===== src/kwd_pkg.sv =====
// Constants for the keyed watchdog timer: register map, field layout,
// reset values, key codes and timing counts.
// Assumes a single 20 MHz system clock and 32-bit AHB-Lite register access.
package kwd_pkg;

  // Register byte addresses
  localparam logic [7:0] KWD_ADDR_WDT_CTRL  = 8'h00;
  localparam logic [7:0] KWD_ADDR_SYS_FLAGS = 8'h04;
  localparam logic [7:0] KWD_ADDR_STATUS    = 8'h08;

  // Watchdog control fields
  localparam int unsigned KWD_KEY_MSB = 7;
  localparam int unsigned KWD_KEY_LSB = 3;
  localparam int unsigned KWD_SEL_MSB = 2;
  localparam logic [7:0]  KWD_WDT_CTRL_POR = 8'h53;
  localparam logic [4:0]  KWD_KEY_ENABLE   = 5'h0A;
  localparam logic [4:0]  KWD_KEY_DISABLE  = 5'h15;

  // System control flag fields
  localparam int unsigned KWD_SCF_SYSCLK_BIT = 7;
  localparam int unsigned KWD_SCF_KEYRST_BIT = 0;

  // Status register fields
  localparam int unsigned KWD_ST_PDOWN_BIT = 0;
  localparam int unsigned KWD_ST_OVF_BIT   = 1;
  localparam int unsigned KWD_ST_EN_BIT    = 2;

  // Counter and timing
  localparam int unsigned KWD_CNT_W           = 18;
  localparam int unsigned KWD_SYS_PERIOD_NS   = 50;
  localparam logic [1:0]  KWD_KEY_RST_TICKS   = 2'h2;

  // Key reset sequencer states
  typedef enum logic [1:0] {
    KWD_KS_IDLE = 2'b01,
    KWD_KS_WAIT = 2'b10
  } kwd_key_state_t;

endpackage : kwd_pkg


===== src/kwd_sync_edge.sv =====
// Two-flop synchroniser with a rising-edge tick for a slow pin clock.
// Assumes the pin toggles much slower than the system clock.
`timescale 1ns/100ps
`default_nettype none
module kwd_sync_edge (
  input  wire logic clk_sys_in,
  input  wire logic nrst_in,
  input  wire logic pin_in,
  output logic      level_out,
  output logic      rise_out
);

  logic meta_q;
  logic sync_q;
  logic last_q;
  logic meta_d;
  logic sync_d;
  logic last_d;

  // Only sync_q reads meta_q; edge detect looks at later stages
  always_comb begin
    meta_d = pin_in;
    sync_d = meta_q;
    last_d = sync_q;
  end

  always_ff @(posedge clk_sys_in or negedge nrst_in) begin
    if (!nrst_in) begin
      meta_q <= 1'b0;
      sync_q <= 1'b0;
      last_q <= 1'b0;
    end else begin
      meta_q <= meta_d;
      sync_q <= sync_d;
      last_q <= last_d;
    end
  end

  assign level_out = sync_q;
  assign rise_out  = sync_q & ~last_q;

endmodule : kwd_sync_edge
`default_nettype wire


===== src/kwd_watchdog.sv =====
// Keyed watchdog timer top: AHB-Lite register slave, sub clock counter,
// key check with delayed reset, time-out and power-down flags.
// Assumes CPU instruction strobes are one-cycle pulses on clk_sys_in and the
// oscillator pins are asynchronous slow clocks.
// How it works
// - time-out after 2^N sub clock ticks
// - key 01010B enables, 10101B disables watchdog
// - other key: reset after 1-2 RC cycles
// - key flag set by hardware, software only clears
// - power-up: key enable, period select 011
// - normal time-out: device reset, overflow flag set
// - sleep time-out: flag, clear PC and SP only
// - key reset, clear or halt clears counter
// - flag register bits 6..3 read zero
// - sub clock from RC or crystal oscillator
// - sleep time-out leaves both flags at one
// - power-down flag: clear instruction clears, halt sets
`timescale 1ns/100ps
`default_nettype none
module kwd_watchdog
  import kwd_pkg::*;
(
  input  wire logic        clk_sys_in,
  input  wire logic        nrst_in,
  // AHB-Lite slave
  input  wire logic        hsel_in,
  input  wire logic [31:0] haddr_in,
  input  wire logic [1:0]  htrans_in,
  input  wire logic        hwrite_in,
  input  wire logic [2:0]  hsize_in,
  input  wire logic [31:0] hwdata_in,
  input  wire logic        hready_in,
  output logic      [31:0] hrdata_out,
  output logic             hreadyout_out,
  output logic             hresp_out,
  // Oscillator pins and source select
  input  wire logic        low_speed_rc_osc_in,
  input  wire logic        low_speed_crystal_osc_in,
  input  wire logic        sub_src_crystal_in,
  // CPU side
  input  wire logic        clear_watchdog_instruction_in,
  input  wire logic        halt_instruction_in,
  input  wire logic        sleep_idle_in,
  output logic             device_reset_out,
  output logic             pc_sp_clear_out,
  output logic             overflow_flag_out,
  output logic             powerdown_flag_out,
  output logic             idle_sysclk_keep_out
);

  // Last count value before time-out for a period select code
  function automatic logic [KWD_CNT_W-1:0] period_last(input logic [2:0] sel);
    logic [4:0] n;
    n = 5'h08;
    unique case (sel)
      3'h0: n = 5'h08;
      3'h1: n = 5'h0A;
      3'h2: n = 5'h0C;
      3'h3: n = 5'h0E;
      3'h4: n = 5'h0F;
      3'h5: n = 5'h10;
      3'h6: n = 5'h11;
      3'h7: n = 5'h12;
    endcase
    period_last = KWD_CNT_W'((19'h00001 << n) - 19'h00001);
  endfunction : period_last

  // Decode of one register byte address against a bus address
  function automatic logic addr_hit(input logic [31:0] a, input logic [7:0] reg_addr);
    addr_hit = (a[31:8] == 24'h000000) && (a[7:0] == reg_addr);
  endfunction : addr_hit

  logic rc_level;
  logic rc_tick;
  logic xt_tick;
  logic src_xt;

  // Both oscillators synchronised; select pin too, as it is a strap
  kwd_sync_edge u_sync_rc (
    .clk_sys_in (clk_sys_in),
    .nrst_in    (nrst_in),
    .pin_in     (low_speed_rc_osc_in),
    .level_out  (rc_level),
    .rise_out   (rc_tick)
  );
  kwd_sync_edge u_sync_xt (
    .clk_sys_in (clk_sys_in),
    .nrst_in    (nrst_in),
    .pin_in     (low_speed_crystal_osc_in),
    .level_out  (),
    .rise_out   (xt_tick)
  );
  kwd_sync_edge u_sync_sel (
    .clk_sys_in (clk_sys_in),
    .nrst_in    (nrst_in),
    .pin_in     (sub_src_crystal_in),
    .level_out  (src_xt),
    .rise_out   ()
  );

  logic sub_tick;
  assign sub_tick = src_xt ? xt_tick : rc_tick;

  // Bus state
  logic        wr_pend_q;
  logic        wr_pend_d;
  logic [7:0]  wr_addr_q;
  logic [7:0]  wr_addr_d;
  logic [31:0] hrdata_q;
  logic [31:0] hrdata_d;
  logic        hready_q;

  // Core state
  logic [7:0]           ctrl_q;
  logic [7:0]           ctrl_d;
  logic                 keyrst_flag_q;
  logic                 keyrst_flag_d;
  logic                 sysclk_keep_q;
  logic                 sysclk_keep_d;
  logic                 ovf_flag_q;
  logic                 ovf_flag_d;
  logic                 pdown_flag_q;
  logic                 pdown_flag_d;
  logic [KWD_CNT_W-1:0] cnt_q;
  logic [KWD_CNT_W-1:0] cnt_d;
  kwd_key_state_t       kstate_q;
  kwd_key_state_t       kstate_d;
  logic [1:0]           ktick_q;
  logic [1:0]           ktick_d;
  logic                 dev_rst_q;
  logic                 dev_rst_d;
  logic                 pcsp_q;
  logic                 pcsp_d;

  logic       addr_phase;
  logic       wr_ctrl;
  logic       wr_flags;
  logic [4:0] key;
  logic       key_en;
  logic       key_bad;
  logic       key_fire;
  logic       timeout;

  assign addr_phase = hsel_in & hready_in & htrans_in[1];
  assign wr_ctrl    = wr_pend_q & (wr_addr_q == KWD_ADDR_WDT_CTRL);
  assign wr_flags   = wr_pend_q & (wr_addr_q == KWD_ADDR_SYS_FLAGS);
  assign key        = ctrl_q[KWD_KEY_MSB:KWD_KEY_LSB];
  assign key_en     = (key == KWD_KEY_ENABLE);
  assign key_bad    = !key_en && (key != KWD_KEY_DISABLE);
  assign key_fire   = (kstate_q == KWD_KS_WAIT) && rc_tick &&
                      (ktick_q == KWD_KEY_RST_TICKS - 2'h1);
  // Greater-or-equal so a shorter period cuts a long count at the next sub clock tick
  assign timeout    = key_en && sub_tick &&
                      (cnt_q >= period_last(ctrl_q[KWD_SEL_MSB:0]));

  // Key reset sequencer: counts RC edges, so 1 to 2 RC cycles elapse
  always_comb begin
    kstate_d = kstate_q;
    ktick_d  = ktick_q;
    unique case (kstate_q)
      KWD_KS_IDLE: begin
        ktick_d = 2'h0;
        if (key_bad) begin
          kstate_d = KWD_KS_WAIT;
        end
      end
      KWD_KS_WAIT: begin
        if (key_fire) begin
          kstate_d = KWD_KS_IDLE;
          ktick_d  = 2'h0;
        end else if (rc_tick) begin
          ktick_d = ktick_q + 2'h1;
        end
      end
      default: begin
        kstate_d = KWD_KS_IDLE;
        ktick_d  = 2'h0;
      end
    endcase
  end

  // Control register, counter, flags and reset strobes
  always_comb begin
    ctrl_d        = ctrl_q;
    sysclk_keep_d = sysclk_keep_q;
    keyrst_flag_d = keyrst_flag_q;
    ovf_flag_d    = ovf_flag_q;
    pdown_flag_d  = pdown_flag_q;
    cnt_d         = cnt_q;
    dev_rst_d     = 1'b0;
    pcsp_d        = 1'b0;
    if (wr_ctrl) begin
      ctrl_d = hwdata_in[7:0];
    end
    if (wr_flags) begin
      sysclk_keep_d = hwdata_in[KWD_SCF_SYSCLK_BIT];
      // Software may clear the key flag but never set it
      if (!hwdata_in[KWD_SCF_KEYRST_BIT]) begin
        keyrst_flag_d = 1'b0;
      end
    end
    // Counter: runs only while enabled, cleared by instruction or halt
    if (!key_en || clear_watchdog_instruction_in || halt_instruction_in) begin
      cnt_d = '0;
    end else if (timeout) begin
      cnt_d = '0;
    end else if (sub_tick) begin
      cnt_d = cnt_q + KWD_CNT_W'(1);
    end
    // Clear instruction wipes both flags; halt sets power-down
    if (clear_watchdog_instruction_in) begin
      pdown_flag_d = 1'b0;
      ovf_flag_d   = 1'b0;
    end
    if (halt_instruction_in) begin
      pdown_flag_d = 1'b1;
      ovf_flag_d   = 1'b0;
    end
    // Time-out: set wins over any clear in the same cycle
    if (timeout) begin
      ovf_flag_d = 1'b1;
      if (sleep_idle_in) begin
        pcsp_d = 1'b1;
      end else begin
        dev_rst_d = 1'b1;
      end
    end
    // Key reset restores the control value, else it would fire forever
    if (key_fire) begin
      dev_rst_d     = 1'b1;
      keyrst_flag_d = 1'b1;
      ctrl_d        = KWD_WDT_CTRL_POR;
      cnt_d         = '0;
    end
  end

  // Bus next state; read data taken from next values, so a write in the
  // preceding data phase is already visible
  always_comb begin
    wr_pend_d = 1'b0;
    wr_addr_d = wr_addr_q;
    hrdata_d  = hrdata_q;
    if (addr_phase) begin
      wr_pend_d = hwrite_in;
      wr_addr_d = haddr_in[7:0];
      hrdata_d  = 32'h00000000;
      if (!hwrite_in) begin
        if (addr_hit(haddr_in, KWD_ADDR_WDT_CTRL)) begin
          hrdata_d[7:0] = ctrl_d;
        end else if (addr_hit(haddr_in, KWD_ADDR_SYS_FLAGS)) begin
          hrdata_d[KWD_SCF_SYSCLK_BIT] = sysclk_keep_d;
          hrdata_d[KWD_SCF_KEYRST_BIT] = keyrst_flag_d;
        end else if (addr_hit(haddr_in, KWD_ADDR_STATUS)) begin
          hrdata_d[KWD_ST_PDOWN_BIT] = pdown_flag_d;
          hrdata_d[KWD_ST_OVF_BIT]   = ovf_flag_d;
          hrdata_d[KWD_ST_EN_BIT]    = (ctrl_d[KWD_KEY_MSB:KWD_KEY_LSB] == KWD_KEY_ENABLE);
        end
      end
    end
    if (addr_phase && hwrite_in && !(addr_hit(haddr_in, KWD_ADDR_WDT_CTRL) ||
        addr_hit(haddr_in, KWD_ADDR_SYS_FLAGS))) begin
      wr_pend_d = 1'b0;                                                     // Unmapped write ignored
    end
  end

  // Registers; power-up values of the control word and flags
  always_ff @(posedge clk_sys_in or negedge nrst_in) begin
    if (!nrst_in) begin
      ctrl_q        <= KWD_WDT_CTRL_POR;
      sysclk_keep_q <= 1'b0;
      keyrst_flag_q <= 1'b0;
      ovf_flag_q    <= 1'b0;
      pdown_flag_q  <= 1'b0;
      cnt_q         <= '0;
      kstate_q      <= KWD_KS_IDLE;
      ktick_q       <= 2'h0;
      dev_rst_q     <= 1'b0;
      pcsp_q        <= 1'b0;
      wr_pend_q     <= 1'b0;
      wr_addr_q     <= 8'h00;
      hrdata_q      <= 32'h00000000;
      hready_q      <= 1'b0;
    end else begin
      ctrl_q        <= ctrl_d;
      sysclk_keep_q <= sysclk_keep_d;
      keyrst_flag_q <= keyrst_flag_d;
      ovf_flag_q    <= ovf_flag_d;
      pdown_flag_q  <= pdown_flag_d;
      cnt_q         <= cnt_d;
      kstate_q      <= kstate_d;
      ktick_q       <= ktick_d;
      dev_rst_q     <= dev_rst_d;
      pcsp_q        <= pcsp_d;
      wr_pend_q     <= wr_pend_d;
      wr_addr_q     <= wr_addr_d;
      hrdata_q      <= hrdata_d;
      hready_q      <= 1'b1;                                                // Zero wait states
    end
  end

  // Outputs come from flip-flops, except hresp_out which is tied low
  assign hrdata_out           = hrdata_q;
  assign hreadyout_out        = hready_q;
  assign hresp_out            = 1'b0;
  assign device_reset_out     = dev_rst_q;
  assign pc_sp_clear_out      = pcsp_q;
  assign overflow_flag_out    = ovf_flag_q;
  assign powerdown_flag_out   = pdown_flag_q;
  assign idle_sysclk_keep_out = sysclk_keep_q;

  logic unused_bits;
  assign unused_bits = rc_level ^ ^hsize_in ^ htrans_in[0] ^ ^hwdata_in[31:8];

endmodule : kwd_watchdog
`default_nettype wire


===== config.mk =====
export PLATFORM = sky130hd
export DESIGN_NAME = kwd_watchdog
export DESIGN_NICKNAME = d
export VERILOG_FILES = /design/src/kwd_pkg.sv /design/src/kwd_sync_edge.sv /design/src/kwd_watchdog.sv
export SDC_FILE = /design/constraint.sdc
export NUM_CORES = 1
export LEC_CHECK = 0
export ABC_CLOCK_PERIOD_IN_PS = 2650
export BUFFER_PORTS_ARGS = -buffer_cell sky130_fd_sc_hd__buf_2
export CAP_MARGIN = 20
export CORE_ASPECT_RATIO = 1.2
export CORE_MARGIN = 3
export CORE_UTILIZATION = 35
export DETAILED_ROUTE_END_ITERATION = 8
export PLACE_DENSITY_LB_ADDON = 0.2
export SLEW_MARGIN = 10
export SYNTH_ARGS = -nofsm -noshare
export SYNTH_HDL_FRONTEND = slang
export SYNTH_SLANG_ARGS = --single-unit

===== constraint.sdc =====
create_clock -name clk_sys_in -period 2.65 [get_ports clk_sys_in]
set_input_delay 0.265 -clock clk_sys_in [delete_from_list [all_inputs] [get_ports clk_sys_in]]
set_output_delay 0.265 -clock clk_sys_in [all_outputs]
set_load 0.02 [all_outputs]

==> results of run 1 <==
-- cell families after synthesis --
| family | count (synthesis) |
|---|---|
| AOI/OAI and AO/OA | 48 |
| xor gates and xnor gates | 16 |
| adders and majority gates | 16 |
| buffers and inverters | 44 |
| DFF | 62 |
| muxes | 16 |
| other | 2 |
| and+or+nand+nor | 128 |
-- critical path: cells and delay by family, from the launching register on --
kind / cells / cell delay (ns)
and+or+nand+nor: 3 / 0.60
AOI/OAI and AO/OA: 4 / 0.52
adders and majority gates: 2 / 0.52
buffers and inverters: 3 / 0.31
DFF: 1 / 0.54
-- state kept, by name (all words and copies together) (netlist names), 2 cells and up --
register,count
cnt_q,18
ctrl_q,8
hrdata_out,8
kstate_q,2
ktick_q,2
wr_addr_q,8
-- stage by stage --
| stage | total power [W] | setup WS, ns |
|---|---|---|
| after floorplan | 0.00124 | 0.0239 |
| after global placement | 0.00133 | -0.0304 |
| after detailed placement | 0.00134 | -0.0897 |
| after CTS | 0.00221 | 0.00631 |
| after global routing | 0.00231 | -0.0298 |
| final | 0.00220 | 0.0945 |
-- layout make-up --
type | instances | area share [%]
Clock buffer | 9 | 2.93
Clock inverter | 7 | 1.90
Tap cell | 120 | 3.56
Multi-Input combinational cell | 253 | 41.3
Sequential cell | 62 | 36.9
Inverter | 11 | 0.978
Timing Repair Buffer | 88 | 12.5
-- worst max-delay path by stage --
stage                        startpoint                   endpoint  slack [ns]  depth (start not counted)
floorplan           ctrl_q[1]$_DFF_PN1_       cnt_q[6]$_DFFE_PN0P_        0.02                         14
global placement    ctrl_q[0]$_DFF_PN1_  pc_sp_clear_out$_DFF_PN0_       -0.03                         12
detailed placement  ctrl_q[0]$_DFF_PN1_       cnt_q[3]$_DFFE_PN0P_       -0.09                         12
CTS                 ctrl_q[0]$_DFF_PN1_       cnt_q[5]$_DFFE_PN0P_       0.006                         11
global route        ctrl_q[0]$_DFF_PN1_       cnt_q[5]$_DFFE_PN0P_       -0.03                         12
finish              ctrl_q[0]$_DFF_PN1_       cnt_q[5]$_DFFE_PN0P_        0.09                         12
-- where the power goes --
part	switching, W	internal (W)
Sequential	0.0000395	0.00101
Clock	0.000423	0.000446
Combinational	0.000166	0.000115
-- synth_stat cells, types with 4 or more instances --
cell	n
nand2_1	30
nor3_1	13
and3_1	4
dfrtp_1	57
o21ai_0	7
ha_1	16
mux2_2	7
buf_4	25
nand3_1	9
xor2_1	8
inv_1	11
nor4_1	10
a21oi_1	13
xnor2_1	8
mux2i_1	9
a32o_1	4
nand4_1	7
dfstp_2	5
nor2_1	24
nand3b_1	5
o21ai_1	4
clkbuf_1	6
-- metal layers --
| metal | global-route usage [%] | part of all wire [%] | up-vias | wire length [um] |
|---|---|---|---|---|
| met5 | 0 | 0 | - | 0 |
| met4 | 4.74 | 1.7 | 0 | 134 |
| met3 | 4.99 | 5.3 | 12 | 423 |
| met2 | 25.3 | 50 | 81 | 4000 |
| met1 | 20.4 | 43 | 1334 | 3430 |
| li1 | - | - | 1325 | - |
-- what timing repair did --
item / 4_1_cts / 5_1_grt
hold endpoints to repair: 0 / 2
gates resized for setup: 6 / 20
hold buffers: 0 / 2
pin swaps: 1 / 12
endpoints found under the setup margin: 9 / 22
==> results.md, run 1 <==
* Status: finished, violations left
* Failing checks: hold timing
* Setup TNS at 0 ns
* Yosys cell types at 55
* Leakage at 1.93 nW
* Fmax at 391 MHz
* Worst EP required at 2.92 ns
* DPL Wire Length at 6030 um
* WL/cell at 14.5 um
* Final cell utilization of the core at 46.0%
* Register area share after synthesis at 46.4%
* Critical Path, Cell by Cell: inv_2 > ha_4 > buf_4 > nand2_1 > a21oi_2 > ha_1 > a21oi_1 > o21a_1 > o2bb2ai_1 > or3_4 > buf_8 > nor3_4
* Vias/cell at 5.00
* Hold WC Path Type: in -> async
* Reg2reg end: cnt_q[5]$_DFFE_PN0P_
* Post-Synth Adder-Cell Area at 5.97%
* # IOs at 119
* Routed wire length at 7990 um
* Synth Area in XOR/XNOR at 4.18%
* Inst Count DP at 532
* Initial core utilization at 36.6%
* Number of flops mapped to enable cells by yosys at 0
* Yosys top cell area share at 42.5%
* Synth Register Bits at 62
* CP endpoint kind: flip-flop
* Gpl congestion at 0.820
* Area Overhead vs Synth at 25.8%
* # diodes at 0
* Global-route wire length before repair at 13300 um
* Share of flip-flops with an asynchronous set or reset at 100%
* DRC at 0
* DRT iter0 DRCs at 111
* Routed Antenna Nets at 0
* Num rows at 38
* Drt pass-1 iters at 4
* Length in cells of the worst reg-to-reg path at 12
* Mapped Avg Cell Area at 10.1 um^2
* Worst r2r src: ctrl_q[0]$_DFF_PN1_
* Post-route cell area at 4220 um^2
* Initial antenna violation count at 0
* CP Class: reg -> reg
* Relative slew margins at 49.7%
* CTS Buf Count at 9
* Hold Vio Cnt, Final at 11
* Flop2flop setup slack at 0.09 ns
* Post-synthesis compound-gate area fraction at 9.66%
* Synth warn at 0
* Post-synthesis mux area share at 5.03%
* Most common cell after layout, fill and taps aside: buf_2
* Tcrit/Tclk final at 96.4%
* Hold slack final at -0.0117 ns
* # fillers at 850
* CP peak stage delay at 0.54 ns
* Final setup fails at 0
* Die Y at 113 um
* Number of H-tree levels at 3
* Largest net degree at the start of global routing at 33
* Final Instance Count excl. Fillers at 550
* Input/output buffers at 65
* Root Buffer: clkbuf_8
* Vias in the first global route at 2745
* Largest area contributor in the netlist: dfrtp_1
* Clock Sinks at 62
* Most frequent cells in the layout: buf_2 (65), dfrtp_1 (57), nand2_1 (29), conb_1 (29), nor2_1 (24)
* Max Cap Violations at 0
* Pwr Density at 520 nW/um^2
* Die Area at 10800 um^2
* Cells after Synth at 332
* Synth Flop Type: dfrtp_1
* Synthesized cell area at 3360 um^2
* Setup Skew at 0.00714 ns
* Top post-synthesis cells by area: dfrtp_1 (43%), ha_1 (6.0%), buf_4 (5.6%)
* Share of cells above drive strength 1 at 32.1%
* DP Area at 3890 um^2
* Crit path max fanout at 8
* Multi-input logic area at 1740 um^2
* Crit path DAT at 2.82 ns
* Main combinational cell family by area after synthesis: simple AND/OR/NAND/NOR gates
* Clk_lat worst skew at 0.34 ns
* Layout Nets at 521
* Die width at 95.4 um
* Post-CTS Setup Bufs at 0
* Overflow after GRT at 0
* Worst-margin pin slew at 0.754 ns
* Reg area at 1560 um^2
* CP startpoint kind: flip-flop
* Fin crit period at 2.56 ns
* Worst-path clk slew at 0.08 ns
* Slew Limit Fails at 0
* Synth Area in Simple Gates at 20.7%
* Slowest stage cell, crit path: dfstp_2
* Max VDD drop at 0.392 mV
* Maximum clock path buffer count at 2
* Core box area at 9180 um^2
* Vias at 2752
* CTS tree: built
* Overall routing resource usage at 15.8%
Note: power is estimated with default switching activity, not from simulation.
==> inputs of run 2 (changes only) <==
--- a/config.mk
+++ b/config.mk
@@ -10,10 +10,11 @@
 export CAP_MARGIN = 20
 export CORE_ASPECT_RATIO = 1.2
 export CORE_MARGIN = 3
-export CORE_UTILIZATION = 35
+export CORE_UTILIZATION = 45
 export DETAILED_ROUTE_END_ITERATION = 8
 export PLACE_DENSITY_LB_ADDON = 0.2
 export SLEW_MARGIN = 10
 export SYNTH_ARGS = -nofsm -noshare
 export SYNTH_HDL_FRONTEND = slang
+export SYNTH_HIERARCHICAL = 1
 export SYNTH_SLANG_ARGS = --single-unit
==> run 2 against run 1 <==
Effect of this change:
- the flow still finishes with violations (hold timing)
- clock-buffer cell count rose by 1
- worst setup slack worse by 0.081 ns
- via count down 5.8%
- cell count fell by 9.8%
- worst hold slack improved by 0.0078 ns
- sequential share of layout area grew 1.7 points
- non-clock buffer count shrank 7
- routed wire length is 9.2% lower
- sequential power decreased by 5%
- total power decreased by 7.9%
- highest routed layer unchanged
- area after synthesis fell by 2.8%
==> results.md, run 2 <==
* Status: finished, violations left
* Failing checks: hold timing
* # fillers at 627
* Root Buffer: clkbuf_8
* # IOs at 119
* Tcrit/Tclk final at 99.5%
* CTS tree: built
* Final setup fails at 0
* Clk_lat worst skew at 0.34 ns
* Switching share of power at 25.4%
* Post-route cell area at 4030 um^2
* Part of the power in combinational logic at 8.2%
* Vias at 2593
* Most common cell after layout, fill and taps aside: buf_2
* Hold Vio Cnt, Final at 6
* Relative slew margins at 48.1%
* Max Cap Violations at 0
* Synth warn at 6
* Worst EP required at 2.92 ns
* DP Area at 3680 um^2
* Setup Skew at 0.00982 ns
* Crit path launch: ctrl_q[0]$_DFF_PN1_
* Clock Sinks at 62
* CP startpoint kind: flip-flop
* Cell family with most CP delay: adder cells
* DRT iter0 DRCs at 104
* Cells after Synth at 318
* # diodes at 0
* PnR worst setup slack at 0.0137 ns
* DRC at 0
* Pwr Density at 501 nW/um^2
* CP Class: reg -> reg
* Crit path DAT at 2.90 ns
* Fin crit period at 2.64 ns
* Sequential share of power at 49.3%
* Area Overhead vs Synth at 23.6%
* Overall routing resource usage at 17.4%
* Gpl congestion at 0.848
* Initial core utilization at 47.0%
* Overall power at 0.00202 W
* Critical Path, Cell by Cell: inv_2 > ha_4 > nand3_2 > xnor2_2 > nand2_1 > ha_4 > nand4_1 > o41ai_4 > buf_4 > buf_6 > nand2_1 > o21ai_1
* Reg2reg end: device_reset_out$_DFF_PN0_
* Final cell utilization of the core at 58.2%
* Crit path max fanout at 5
* WP buf/inv at 3
* Share of cells above drive strength 1 at 34.2%
* Die width at 83.7 um
* Vias/cell at 5.23
* Num rows at 33
* Slew Limit Fails at 0
* Clock network fraction of design power at 42.5%
* DR top layer: met4
* WL/cell at 14.6 um
* Length in cells of the worst reg-to-reg path at 12
* Pre-CTS WS at -0.0169 ns
* DR WL met2 at 3760 um
* Worst-path clk slew at 0.08 ns
* DPL Wire Length at 5260 um
* Worst setup path endpoint: device_reset_out$_DFF_PN0_
* Die Area at 8310 um^2
* Core box area at 6940 um^2
* Worst r2r src: ctrl_q[0]$_DFF_PN1_
* Fmax at 379 MHz
* Slowest stage cell, crit path: dfstp_2
* Leakage at 2.00 nW
* Vias in the first global route at 2539
* Met1 wire length at 2970 um
* Die Y at 99.3 um
* Layout Nets at 500
* Synthesized cell area at 3260 um^2
* Global-route wire length before repair at 11700 um
* Drt pass-1 iters at 4
* CTS Buf Count at 9
* Mapped Avg Cell Area at 10.3 um^2
* Max VDD drop at 0.372 mV
* Largest net degree at the start of global routing at 37
* Net Sw Power at 0.000514 W
* Routed Antenna Nets at 0
* Max reg flops at 18
* Input/output buffers at 65
* Hold WC Path Type: in -> async
* Crit. path cell count at 12
* Routed wire length at 7250 um
* Pint at 0.00151 W
* Hold slack final at -0.00393 ns
* CP peak stage delay at 0.54 ns
* RSZ-0062 raised after global routing: true
* Met3 WL at 361 um
* Maximum clock path buffer count at 2
* Biggest register: cnt_q
* Flop2flop setup slack at 0.01 ns
* Worst-margin pin slew at 0.779 ns
* Number of H-tree levels at 3
* Most frequent cells in the layout: buf_2 (65), dfrtp_1 (57), nand2_1 (33)
* CP endpoint kind: flip-flop
* Overflow after GRT at 0
* Initial antenna violation count at 0
[run 2: cell types whose count changed in the layout (fill, tap and decap cells not counted), sizes merged, moves of 4 or more]
cell   previous run  this run
nor3             15        29
nor2             24        15
buf              86        81
a32o              4         0
mux2              7        11
mux2i             9         5
[run 2: metrics by stage]
stage,cells,setup TNS (ns)
3_3_place_gp,477,0
6_report,496,0
4_1_cts,493,0
3_5_place_dp,477,-0.0169
2_1_floorplan,345,0
5_1_grt,496,-1.31
[run 2: per-layer routing]
| layer | vias to the layer above | global-route usage [%] |
|---|---|---|
| li1 | 1246 | - |
| met5 | - | 0 |
| met1 | 1252 | 20.4 |
| met3 | 16 | 3.40 |
| met4 | 0 | 7.43 |
| met2 | 79 | 30.9 |
[run 2: worst min-delay path by stage]
stage,cells past startpoint,slack [ns],to,startpoint
detailed placement,0,0.34,u_sync_sel/level_out$_DFF_PN0_,u_sync_sel/meta_q$_DFF_PN0_
finish,1,-0.004,u_sync_xt/last_q$_DFF_PN0_,nrst_in
global route,1,0.02,u_sync_xt/meta_q$_DFF_PN0_,low_speed_crystal_osc_in
CTS,1,0.02,u_sync_xt/last_q$_DFF_PN0_,nrst_in
global placement,0,0.34,u_sync_sel/level_out$_DFF_PN0_,u_sync_sel/meta_q$_DFF_PN0_
floorplan,0,-0.03,cnt_q[0]$_DFFE_PN0P_,nrst_in
[run 2: final cells by class]
cell class	instances	area [um^2]	area share, %
clock inverter	6	68.8	1.71
timing repair buffer	81	453	11.2
sequential	62	1560	38.6
inverter	10	37.5	0.931
tap	87	109	2.70
clock buffer	10	138	3.41
multi-input combinational	240	1670	41.4
[run 2: power by group through the flow]
stage	sequential (W)	clock, W	combinational (W)
6_report	0.000997	0.000858	0.000166
5_1_grt	0.00100	0.000917	0.000186
4_1_cts	0.000997	0.000875	0.000164
3_5_place_dp	0.00102	0	0.000163
3_3_place_gp	0.00101	0	0.000161
2_1_floorplan	0.00101	0	0.000113
[run 2: timing repair]
item | in CTS | in global routing
hold buffers | 0 | 0
gates resized for setup | 1 | 28
setup endpoints to repair | 1 | 22
cloned | 0 | 2
pin swaps | 1 | 9
setup buffers | 0 | 2
